## config.mk

```make
export PLATFORM = sky130hd
export DESIGN_NAME = interrupt_priority_unit
export DESIGN_NICKNAME = d
export VERILOG_FILES = /design/src/common/irq_prio_pkg.sv /design/src/rtl/irq_level_sync.sv /design/src/rtl/irq_prio_decoder.sv /design/src/rtl/interrupt_priority_unit.sv
export SDC_FILE = /design/constraint.sdc
export NUM_CORES = 2
export LEC_CHECK = 0
export ABC_AREA = 1
export BUFFER_PORTS_ARGS = -buffer_cell sky130_fd_sc_hd__buf_2
export CAP_MARGIN = 20
export CORE_ASPECT_RATIO = 0.6
export CORE_MARGIN = 5
export CORE_UTILIZATION = 30
export CTS_CLUSTER_SIZE = 20
export DETAILED_ROUTE_END_ITERATION = 12
export HOLD_SLACK_MARGIN = 0.03
export SYNTH_ARGS = -nofsm -noshare
export SYNTH_HDL_FRONTEND = slang
export SYNTH_HIERARCHICAL = 1
export SYNTH_SLANG_ARGS = --single-unit
```

## constraint.sdc

```tcl
create_clock -name CLK_SYS -period 245.5 [get_ports CLK_SYS]
set_input_delay 61.375 -clock CLK_SYS [delete_from_list [all_inputs] [get_ports CLK_SYS]]
set_output_delay 61.375 -clock CLK_SYS [all_outputs]
set_load 0.01 [all_outputs]
```

## src/common/irq_prio_pkg.sv

```systemverilog
// Package for the interrupt priority unit: channel map, vectors, register map.
// Assumes 128 vector slots of two bytes each above an 8-bit vector base page.
package irq_prio_pkg;
    localparam int N_CH = 128;
    localparam int CH_W = 7;
    // Channel index is vector offset divided by two
    localparam logic [6:0] CH_SPUR = 7'h08;
    localparam logic [6:0] CH_MASK_LO = 7'h0D;
    localparam logic [6:0] CH_IRQ = 7'h79;
    // Low vector offsets of non-maskable and spurious sources
    localparam logic [7:0] OFS_TRAP = 8'hF8;
    localparam logic [7:0] OFS_SWI = 8'hF6;
    localparam logic [7:0] OFS_SYS = 8'h12;
    localparam logic [7:0] OFS_COP_AV = 8'h16;
    localparam logic [7:0] OFS_CPU_AV = 8'h14;
    localparam logic [7:0] OFS_NMI = 8'hF4;
    localparam logic [7:0] OFS_SPUR = 8'h10;
    // Fixed reset vectors, independent of the base
    localparam logic [15:0] VEC_RST_EXT = 16'hFFFE;
    localparam logic [15:0] VEC_RST_CLKMON = 16'hFFFC;
    localparam logic [15:0] VEC_RST_WDOG = 16'hFFFA;
    // Reset values and fields
    localparam logic [2:0] RST_LEVEL = 3'h1;
    localparam logic [7:0] SPUR_CFG = 8'h07;
    localparam logic [7:0] VBASE_RST = 8'hFF;
    localparam logic [2:0] XPRIO_RST = 3'h1;
    localparam int CFG_ROUTE_BIT = 7;
    // Register byte offsets
    localparam logic [7:0] A_VBASE = 8'h00;
    localparam logic [7:0] A_CFADDR = 8'h04;
    localparam logic [7:0] A_CFDATA = 8'h08;
    localparam logic [7:0] A_XPRIO = 8'h0C;
    localparam logic [7:0] A_STATUS = 8'h10;
    localparam logic [1:0] RESP_OKAY = 2'h0;
    localparam logic [1:0] RESP_SLVERR = 2'h2;

    // Channel owns a configuration entry
    function automatic logic is_cfg(input logic [6:0] ch);
        return (ch >= CH_MASK_LO) && (ch <= CH_IRQ);
    endfunction : is_cfg

    // The IRQ pin channel cannot go to the coprocessor
    function automatic logic routable(input logic [6:0] ch);
        return is_cfg(ch) && (ch != CH_IRQ);
    endfunction : routable

    function automatic logic is_mapped(input logic [7:0] a);
        return a == A_VBASE || a == A_CFADDR || a == A_CFDATA || a == A_XPRIO || a == A_STATUS;
    endfunction : is_mapped
endpackage : irq_prio_pkg

```

## src/rtl/irq_level_sync.sv

```systemverilog
// Two-stage synchroniser for levels arriving from outside the clock domain.
// Assumes each bit is a slow level; no bus coherence between bits.
`timescale 1ns/1ps
module irq_level_sync #(
    parameter int W = 4
) (
    input wire logic clk,
    input wire logic [W-1:0] d,
    output logic [W-1:0] q
);
    logic [W-1:0] stage1;
    logic [W-1:0] stage2;

    // First stage feeds only the second one
    always_ff @(posedge clk) begin
        stage1 <= d;
        stage2 <= stage1;
    end

    assign q = stage2;
endmodule : irq_level_sync

```

## src/rtl/irq_prio_decoder.sv

```systemverilog
// Priority decoder: picks the highest nonzero level, ties to the higher index.
// Assumes levels arrive packed three bits per channel, channel 0 lowest.
`timescale 1ns/1ps
module irq_prio_decoder #(
    parameter int N = 128,
    parameter int IW = 7
) (
    input wire logic [3*N-1:0] levels,
    output logic found,
    output logic [IW-1:0] win,
    output logic [2:0] win_level
);
    // Ascending scan with >= lets a later equal level take over
    always_comb begin
        found = 1'b0;
        win = '0;
        win_level = 3'h0;
        for (int i = 0; i < N; i++) begin
            if (levels[3*i +: 3] != 3'h0 && levels[3*i +: 3] >= win_level) begin
                found = 1'b1;
                win = IW'(i);
                win_level = levels[3*i +: 3];
            end
        end
    end
endmodule : irq_prio_decoder

```

## src/rtl/interrupt_priority_unit.sv

```systemverilog
// Interrupt priority unit: routes channels to CPU or coprocessor, supplies vectors.
// Assumes requests and CPU status arrive on CLK_SYS; pins and reset causes do not.
//
// Functional notes
// - Reset: maskable channels up to IRQ enabled, CPU-routed, level one.
// - Non-maskable and spurious sources are never disabled, always CPU, fixed order.
// - Level zero disables a maskable channel for both targets.
// - Equal levels resolve to the higher vector address.
// - CPU gets a direct channel request only if CPU-routed, nonzero, above current level.
// - Maskable CPU requests wait on mask flag or pending non-maskable events.
// - Non-maskable wins always and leaves the current level unchanged.
// - Vector fetch loads the new level from the winning CPU channel.
// - Route bit set sends the channel to the coprocessor at its level.
// - Coprocessor flags raise CPU vector base plus twice highest channel.
// - Coprocessor-raised CPU requests share one level; higher vector wins.
// - Two independent decoders: one for CPU, one for coprocessor.
// - Coprocessor gets a one-bit priority: top bit of the channel level.
// - Vector is computed at fetch time from what wins then.
// - Nothing qualifying at fetch returns the spurious vector.
// - Three reset types: external/power/voltage/address, clock monitor, watchdog.
// - Level field: zero disabled, one to seven rising, seven highest.
// - Reset vectors fixed at FFFE, FFFC, FFFA in that priority.
`timescale 1ns/1ps
module interrupt_priority_unit
    import irq_prio_pkg::*;
(
    input wire logic CLK_SYS,
    input wire logic RST,
    input wire logic [7:0] AWADDR,
    input wire logic AWVALID,
    output logic AWREADY,
    input wire logic [31:0] WDATA,
    input wire logic [3:0] WSTRB,
    input wire logic WVALID,
    output logic WREADY,
    output logic [1:0] BRESP,
    output logic BVALID,
    input wire logic BREADY,
    input wire logic [7:0] ARADDR,
    input wire logic ARVALID,
    output logic ARREADY,
    output logic [31:0] RDATA,
    output logic [1:0] RRESP,
    output logic RVALID,
    input wire logic RREADY,
    input wire logic [N_CH-1:0] IRQ_REQ,
    input wire logic [N_CH-1:0] COPROC_FLAGS,
    input wire logic COPROC_GIE,
    input wire logic MASK_FLAG,
    input wire logic [2:0] CUR_LEVEL,
    input wire logic TRAP_REQ,
    input wire logic SWI_REQ,
    input wire logic DEBUG_REQ,
    input wire logic SYSCALL_REQ,
    input wire logic COP_AV_REQ,
    input wire logic CPU_AV_REQ,
    input wire logic NMI_PIN,
    input wire logic RSTSRC_EXT,
    input wire logic RSTSRC_CLKMON,
    input wire logic RSTSRC_WDOG,
    input wire logic VEC_REQ,
    input wire logic VEC_RESET,
    output logic CPU_IRQ,
    output logic VEC_ACK,
    output logic [15:0] VEC_ADDR,
    output logic [2:0] NEW_LEVEL,
    output logic COPROC_REQ,
    output logic [CH_W-1:0] COPROC_CH,
    output logic COPROC_HIPRI
);
    logic [3:0] cfg [N_CH];
    logic [7:0] vbase;
    logic [6:0] cfg_addr;
    logic [2:0] xprio;
    logic [2:0] rst_cause;
    logic rst_d;
    logic [3:0] pin_s;
    logic nmi_s;
    logic [3*N_CH-1:0] cpu_lv;
    logic [3*N_CH-1:0] cop_lv;
    logic cpu_found;
    logic [CH_W-1:0] cpu_win;
    logic [2:0] cpu_lvl;
    logic cop_found;
    logic [CH_W-1:0] cop_win;
    logic [2:0] cop_lvl;
    logic [7:0] aw_a;
    logic [7:0] wd;
    logic w_lane0;
    logic vec_mask;

    // Pins and reset causes come from other domains
    irq_level_sync #(.W(4)) u_sync (
        .clk(CLK_SYS),
        .d({RSTSRC_WDOG, RSTSRC_CLKMON, RSTSRC_EXT, NMI_PIN}),
        .q(pin_s)
    );
    assign nmi_s = pin_s[0];

    // Per-channel levels presented to each decoder
    always_comb begin
        for (int i = 0; i < N_CH; i++) begin
            logic direct;
            direct = IRQ_REQ[i] && is_cfg(7'(i));
            if (!cfg[i][3]) begin
                cpu_lv[3*i +: 3] = direct ? cfg[i][2:0] : 3'h0;
                cop_lv[3*i +: 3] = 3'h0;
            end else begin
                // Coprocessor-raised CPU requests share one level
                cpu_lv[3*i +: 3] = (COPROC_FLAGS[i] && COPROC_GIE) ? xprio : 3'h0;
                cop_lv[3*i +: 3] = direct ? cfg[i][2:0] : 3'h0;
            end
        end
    end

    // Two independent decoders
    irq_prio_decoder #(.N(N_CH), .IW(CH_W)) u_cpu_dec (
        .levels(cpu_lv),
        .found(cpu_found),
        .win(cpu_win),
        .win_level(cpu_lvl)
    );
    irq_prio_decoder #(.N(N_CH), .IW(CH_W)) u_cop_dec (
        .levels(cop_lv),
        .found(cop_found),
        .win(cop_win),
        .win_level(cop_lvl)
    );

    // CPU qualification and hold-off
    wire cpu_qual = cpu_found && (cpu_lvl > CUR_LEVEL);
    wire nm_pend = TRAP_REQ | SWI_REQ | DEBUG_REQ | SYSCALL_REQ | COP_AV_REQ | CPU_AV_REQ | nmi_s;
    wire next_cpu_irq = cpu_qual && !MASK_FLAG && !nm_pend;

    // Vector choice at the moment of the fetch; non-maskable first
    wire [7:0] next_ofs = TRAP_REQ ? OFS_TRAP :
                          (SWI_REQ | DEBUG_REQ) ? OFS_SWI :
                          SYSCALL_REQ ? OFS_SYS :
                          COP_AV_REQ ? OFS_COP_AV :
                          CPU_AV_REQ ? OFS_CPU_AV :
                          nmi_s ? OFS_NMI :
                          cpu_qual ? {cpu_win, 1'b0} : OFS_SPUR;
    wire next_vec_mask = !nm_pend && cpu_qual;
    // Reset vector by cause; an unknown cause falls back to the external one
    wire [15:0] rst_vec = rst_cause[0] ? VEC_RST_EXT :
                          rst_cause[1] ? VEC_RST_CLKMON :
                          rst_cause[2] ? VEC_RST_WDOG : VEC_RST_EXT;
    wire [15:0] next_vec = VEC_RESET ? rst_vec : {vbase, next_ofs};

    // Reset cause is caught at release, after the synchroniser
    always_ff @(posedge CLK_SYS) begin
        rst_d <= RST;
        if (RST) begin
            rst_cause <= 3'h0;
        end else if (rst_d) begin
            rst_cause <= pin_s[3:1];
        end
    end

    // Vector answer, registered with its acknowledge
    always_ff @(posedge CLK_SYS) begin
        if (RST) begin
            VEC_ACK <= 1'b0;
            VEC_ADDR <= {VBASE_RST, OFS_SPUR};
            NEW_LEVEL <= 3'h0;
            vec_mask <= 1'b0;
        end else begin
            VEC_ACK <= VEC_REQ;
            if (VEC_REQ) begin
                VEC_ADDR <= next_vec;
                vec_mask <= next_vec_mask && !VEC_RESET;
                // Level only changes for a maskable winner
                NEW_LEVEL <= (next_vec_mask && !VEC_RESET) ? cpu_lvl : CUR_LEVEL;
            end
        end
    end

    // Request lines toward both targets
    always_ff @(posedge CLK_SYS) begin
        if (RST) begin
            CPU_IRQ <= 1'b0;
            COPROC_REQ <= 1'b0;
            COPROC_CH <= '0;
            COPROC_HIPRI <= 1'b0;
        end else begin
            CPU_IRQ <= next_cpu_irq;
            COPROC_REQ <= cop_found;
            COPROC_CH <= cop_win;
            COPROC_HIPRI <= cop_lvl[2]; // Thread level not consulted
        end
    end

    // Bus write: address and data taken in either order, answered once both held
    wire [7:0] aw_word = {aw_a[7:2], 2'h0};
    wire wr_go = !AWREADY && !WREADY && !BVALID;
    wire wr_ok = is_mapped(aw_word);
    wire wr_do = wr_go && wr_ok && w_lane0;
    always_ff @(posedge CLK_SYS) begin
        if (RST) begin
            AWREADY <= 1'b1;
            WREADY <= 1'b1;
            BVALID <= 1'b0;
            BRESP <= RESP_OKAY;
            aw_a <= 8'h00;
            wd <= 8'h00;
            w_lane0 <= 1'b0;
        end else begin
            if (AWVALID && AWREADY) begin
                AWREADY <= 1'b0;
                aw_a <= AWADDR;
            end
            if (WVALID && WREADY) begin
                WREADY <= 1'b0;
                wd <= WDATA[7:0];
                w_lane0 <= WSTRB[0];
            end
            if (wr_go) begin
                BVALID <= 1'b1;
                BRESP <= wr_ok ? RESP_OKAY : RESP_SLVERR;
            end
            if (BVALID && BREADY) begin
                BVALID <= 1'b0;
                AWREADY <= 1'b1;
                WREADY <= 1'b1;
            end
        end
    end

    // Configuration storage; writes to slots without an entry are dropped
    always_ff @(posedge CLK_SYS) begin
        if (RST) begin
            vbase <= VBASE_RST;
            cfg_addr <= 7'h00;
            xprio <= XPRIO_RST;
            for (int i = 0; i < N_CH; i++) begin
                cfg[i] <= is_cfg(7'(i)) ? {1'b0, RST_LEVEL} : 4'h0;
            end
        end else if (wr_do) begin
            case (aw_word)
                A_VBASE: vbase <= wd;
                A_CFADDR: cfg_addr <= wd[7:1];
                A_XPRIO: xprio <= wd[2:0];
                A_CFDATA: begin
                    // Spurious and fixed sources have no writable entry
                    if (is_cfg(cfg_addr)) begin
                        cfg[cfg_addr] <= {routable(cfg_addr) & wd[CFG_ROUTE_BIT], wd[2:0]};
                    end
                end
                default: ;
            endcase
        end
    end

    // Read mux; the spurious entry reads as CPU-handled level seven
    wire [7:0] cfg_rd = (cfg_addr == CH_SPUR) ? SPUR_CFG :
                        is_cfg(cfg_addr) ? {cfg[cfg_addr][3], 4'h0, cfg[cfg_addr][2:0]} : 8'h00;
    wire [7:0] ar_word = {ARADDR[7:2], 2'h0};
    wire [7:0] rd_val = (ar_word == A_VBASE) ? vbase :
                        (ar_word == A_CFADDR) ? {cfg_addr, 1'b0} :
                        (ar_word == A_CFDATA) ? cfg_rd :
                        (ar_word == A_XPRIO) ? {5'h00, xprio} :
                        (ar_word == A_STATUS) ? {rst_cause, COPROC_REQ, CPU_IRQ, NEW_LEVEL} : 8'h00;

    // Bus read: one-deep, answer registered on the same edge that takes the address
    always_ff @(posedge CLK_SYS) begin
        if (RST) begin
            ARREADY <= 1'b1;
            RVALID <= 1'b0;
            RDATA <= 32'h0000_0000;
            RRESP <= RESP_OKAY;
        end else begin
            if (ARVALID && ARREADY) begin
                ARREADY <= 1'b0;
                RVALID <= 1'b1;
                RDATA <= {24'h00_0000, rd_val};
                RRESP <= is_mapped(ar_word) ? RESP_OKAY : RESP_SLVERR;
            end
            if (RVALID && RREADY) begin
                RVALID <= 1'b0;
                ARREADY <= 1'b1;
            end
        end
    end

    // Checks on the vector and request paths
    wire fetch_mask = VEC_REQ && !VEC_RESET;
    property p_rst_cfg;
        @(posedge CLK_SYS) $fell(RST) |-> cfg[CH_IRQ] == {1'b0, RST_LEVEL};
    endproperty
    a_rst_cfg: assert property (p_rst_cfg) else $error("reset level wrong");
    property p_nmi_vec;
        @(posedge CLK_SYS) disable iff (RST)
        fetch_mask && nmi_s && !TRAP_REQ && !SWI_REQ && !DEBUG_REQ && !SYSCALL_REQ
        && !COP_AV_REQ && !CPU_AV_REQ |=> VEC_ADDR[7:0] == OFS_NMI && NEW_LEVEL == $past(CUR_LEVEL);
    endproperty
    a_nmi_vec: assert property (p_nmi_vec) else $error("pin request vector wrong");
    property p_irq_qual;
        @(posedge CLK_SYS) disable iff (RST)
        CPU_IRQ |-> $past(cpu_lvl) > $past(CUR_LEVEL) && $past(cpu_lvl) != 3'h0;
    endproperty
    a_irq_qual: assert property (p_irq_qual) else $error("request not above level");
    property p_mask_hold;
        @(posedge CLK_SYS) disable iff (RST) (MASK_FLAG || TRAP_REQ) |=> !CPU_IRQ;
    endproperty
    a_mask_hold: assert property (p_mask_hold) else $error("request not held off");
    property p_new_level;
        @(posedge CLK_SYS) disable iff (RST)
        fetch_mask && next_vec_mask |=> VEC_ACK && vec_mask && NEW_LEVEL == $past(cpu_lvl);
    endproperty
    a_new_level: assert property (p_new_level) else $error("level not loaded");
    property p_spur;
        @(posedge CLK_SYS) disable iff (RST)
        fetch_mask && !nm_pend && !cpu_qual |=> VEC_ADDR == {$past(vbase), OFS_SPUR};
    endproperty
    a_spur: assert property (p_spur) else $error("spurious vector wrong");
    property p_rst_vec;
        @(posedge CLK_SYS) disable iff (RST)
        VEC_REQ && VEC_RESET && rst_cause[1] && !rst_cause[0] |=> VEC_ADDR == VEC_RST_CLKMON;
    endproperty
    a_rst_vec: assert property (p_rst_vec) else $error("reset vector wrong");
    property p_hipri;
        @(posedge CLK_SYS) disable iff (RST)
        cop_found && cop_lvl >= 3'h4 |=> COPROC_REQ && COPROC_HIPRI;
    endproperty
    a_hipri: assert property (p_hipri) else $error("coprocessor priority bit wrong");
    property p_ack;
        @(posedge CLK_SYS) disable iff (RST) VEC_REQ |=> VEC_ACK ##1 !VEC_ACK || $past(VEC_REQ);
    endproperty
    a_ack: assert property (p_ack) else $error("vector not acknowledged");
    // Trap outranks every other source at a non-reset fetch
    property p_trap_vec;
        @(posedge CLK_SYS) disable iff (RST)
        fetch_mask && TRAP_REQ |=> VEC_ADDR[7:0] == OFS_TRAP;
    endproperty
    a_trap_vec: assert property (p_trap_vec) else $error("trap vector not first");
    property p_gie_off;
        @(posedge CLK_SYS) disable iff (RST) !COPROC_GIE && IRQ_REQ == '0 |=> !CPU_IRQ;
    endproperty
    a_gie_off: assert property (p_gie_off) else $error("request without enable");
    property p_cop_idle;
        @(posedge CLK_SYS) disable iff (RST) !cop_found |=> !COPROC_REQ;
    endproperty
    a_cop_idle: assert property (p_cop_idle) else $error("stray coprocessor request");
    c_mask_fetch: cover property (@(posedge CLK_SYS) disable iff (RST) fetch_mask && next_vec_mask);
    c_rst_fetch: cover property (@(posedge CLK_SYS) disable iff (RST) VEC_REQ && VEC_RESET);
    c_cop_req: cover property (@(posedge CLK_SYS) disable iff (RST) COPROC_REQ && COPROC_HIPRI);
    c_spur: cover property (@(posedge CLK_SYS) disable iff (RST) fetch_mask && !cpu_qual);
endmodule : interrupt_priority_unit

```

==> metrics.md <==
| Metric | Value |
|---|---|
| Number of global-route vias before repair | `between 50000 and 60000` |
| Final nets | `approximately 12000` |
| Half-perimeter wire length after placement | `about 200000 um` |
| Origin of the worst min-delay path | `u_sync/stage1[0]` |
| Die outline area | `223000 sq um` |
| Slowest stage cell, crit path | `sky130_fd_sc_hd__o21ai_0` |
| Via count | `between 60000 and 70000` |
| Worst IR Drop VDD | `roughly 0.0048 mV` |
| Final period util | `between 70 and 80%` |
| Quantity of I/O buffers inserted on ports | `325` |
| Total global routing track utilization | `between 20% and 30%` |
| Total clock buffers created by CTS | `73` |
| Number of levels the H-tree was split into | `3` |
| Number of cells produced by synthesis | `about 11000` |
| Static Leakage | `approximately 32 nW` |
| Highest net fanout along the worst path | `30` |
| Slew Limit Fails | `0` |
| Startpoint kind of the worst setup timing path | `input pin` |
| Kind of end point of the critical path | `register` |
| # IOs | `a little over 400` |
| Number of DRC violations after detailed-routing iteration 0 | `about 7800` |
| Worst-case clock skew | `0.0303 ns` |
| Data required time at the worst endpoint | `between 200 and 250 ns` |
| Hold-fix buffer count after cts | `0` |
| Post-CTS setup repair buffer count | `0` |
| Share of layout cells above drive strength 1 | `12.3%` |
| Overall Power | `around 0.4 mW` |
| Setup repair after global routing missed its margin | `false` |
| Die Y-Extent | `about 370 um` |
| Clk slew on worst S/H paths | `0.05 ns` |
| First-pass GRT wire length | `~370000 um` |
| Worst EP arrival | `188.20 ns` |
| Overall die width | `around 610 um` |
| Count of synthesis-stage warnings from yosys | `6` |
| Run status | `complete, no violations` |
| Most used cell, CP | `sky130_fd_sc_hd__nand2_2` |
| Floorplan core area | `approximately 210000 sq um` |
| Final wirelength | `roughly 250000 um` |
| Worst-case headroom to the max-slew limit | `25.7%` |
| Final count of hold timing violations | `0` |
| GRT overflow | `0` |
| Pwr/cell area | `5.61 nW/um^2` |
| Final Wtd Congestion | `~0.95` |
| CTS sink count | `about 610` |
| Worst Tran Pin Value | `approximately 1.1 ns` |
| Total of endpoints with negative setup slack in the final report | `0` |
| Antenna violations before repair | `58` |
| Reg2reg start | `xprio[0]` |
| Start point of the critical path | `COPROC_GIE` |
| Delay of the slowest cell on the worst path | `slightly above 0.7 ns` |
| Post-Syn Area | `64100 sq um` |
| Drt via density | `roughly 4.9` |
| Largest net degree at the start of global routing | `94` |
| Mean cell area of the mapped netlist | `6.10 sq um` |
| Final setup TNS | `0 ns` |
| Time the final worst path needs with I/O delays and setup | `187.71 ns` |
| Final antenna-violating net count | `0` |
| Detailed Routing Iterations Pass 1 | `9` |
| Source-to-sink clock delay at the later pin of the worst-skew pair | `around 0.7 ns` |
| CTS tree | `done` |
| Maximum frequency from static timing analysis | `around 0.0053 GHz` |
| Max Cap Violations | `0` |
| Root buffer cell | `sky130_fd_sc_hd__clkbuf_16` |
| Resized Gates After CTS | `0` |
| Initial Util | `30.2%` |
| Remaining design rule violation count | `0` |
| DR WL/cell | `around 18 um` |
| Worst Setup Path Type | `input pin to register` |
| Site row count | `roughly 130` |
| Worst Hold Class | `register to register` |
| Max Root-Sink Buffers | `3` |
| Synthesis-to-finish area growth | `12.2%` |
per-stage QoR:
stage / setup WS [ns] / hold WS (ns) / instances / utilization [%] / area, sq um
2_1_floorplan: 75.43 / 0.310 / 10700 / - / 65000
3_3_place_gp: 59.03 / 0.316 / 13700 / 32.6 / 69300
3_5_place_dp: 58.51 / 0.318 / 13700 / 32.6 / 69300
4_1_cts: 58.86 / 0.330 / 13800 / 33.8 / 71900
5_1_grt: 42.48 / 0.340 / 13800 / 33.8 / 71900
6_report: 57.79 / 0.328 / 13800 / 33.9 / 71900
critical path, delay by kind of cell:
family	cells	cell delay, ns
simple gates	376	34.41
fa+ha+maj	96	27.33
compound gates	199	27.43
buf+inv	77	5.82
cell type report:
cell class	instances	area (sq um)
repair buffers	372	1990
flip-flops and latches	608	17300
clock inverters	43	534
clock buffers	90	1970
fillers	23500	140000
diodes	27	67.6
well taps	2859	3580
multi-input cells	8106	39800
inverters	1742	6630
flip-flops by register name, summed over array words and instances (netlist names), 3 cells and up, named ones only:
register	count
VEC_ADDR	15
COPROC_CH	7
aw_a	6
u_sync/q	4
vbase	8
NEW_LEVEL	3
cfg	512
RDATA	8
xprio	3
rst_cause	3
wd	8
cfg_addr	7
u_sync/stage1	4
cells in the final DEF (no fill, tap or decap), types with 42 or more instances in the layout:
cell type                      n
sky130_fd_sc_hd__a21oi_1     391
sky130_fd_sc_hd__buf_2       323
sky130_fd_sc_hd__buf_4        47
sky130_fd_sc_hd__clkbuf_16    76
sky130_fd_sc_hd__conb_1      245
sky130_fd_sc_hd__dfxtp_1      89
sky130_fd_sc_hd__edfxtp_1    512
sky130_fd_sc_hd__ha_1        283
sky130_fd_sc_hd__inv_1      1674
sky130_fd_sc_hd__nand2_1    2235
sky130_fd_sc_hd__nand2_2     697
sky130_fd_sc_hd__nand3_1    1271
sky130_fd_sc_hd__nand4_1      42
sky130_fd_sc_hd__nor2_1     1387
sky130_fd_sc_hd__nor3_1       78
sky130_fd_sc_hd__o21ai_0    1029
sky130_fd_sc_hd__o22ai_1     169
final timing paths:
path	to	cells past startpoint	slack, ns
worst max-delay path	VEC_ADDR[4]	748	57.79
worst min-delay path	u_sync/q[0]	0	0.33
worst max register to register	VEC_ADDR[4]	992	117.70
worst min register to register	u_sync/q[0]	0	0.33
report_power, final:
part	leakage, nW	switching [mW]	internal [mW]
Clock	1.22	0.0495	0.0665
Sequential	5.67	0.00536	0.117
Combinational	25.4	0.111	0.0550
metal layers:
layer,global-route usage [%],routed length [um],vias to the layer above
li1,-,-,34700
met1,31.9,119000,30200
met2,28.9,94000,2963
met3,6.57,28500,314
met4,5.96,7640,20
met5,0,138,-
(Power assumes the default switching activity.)
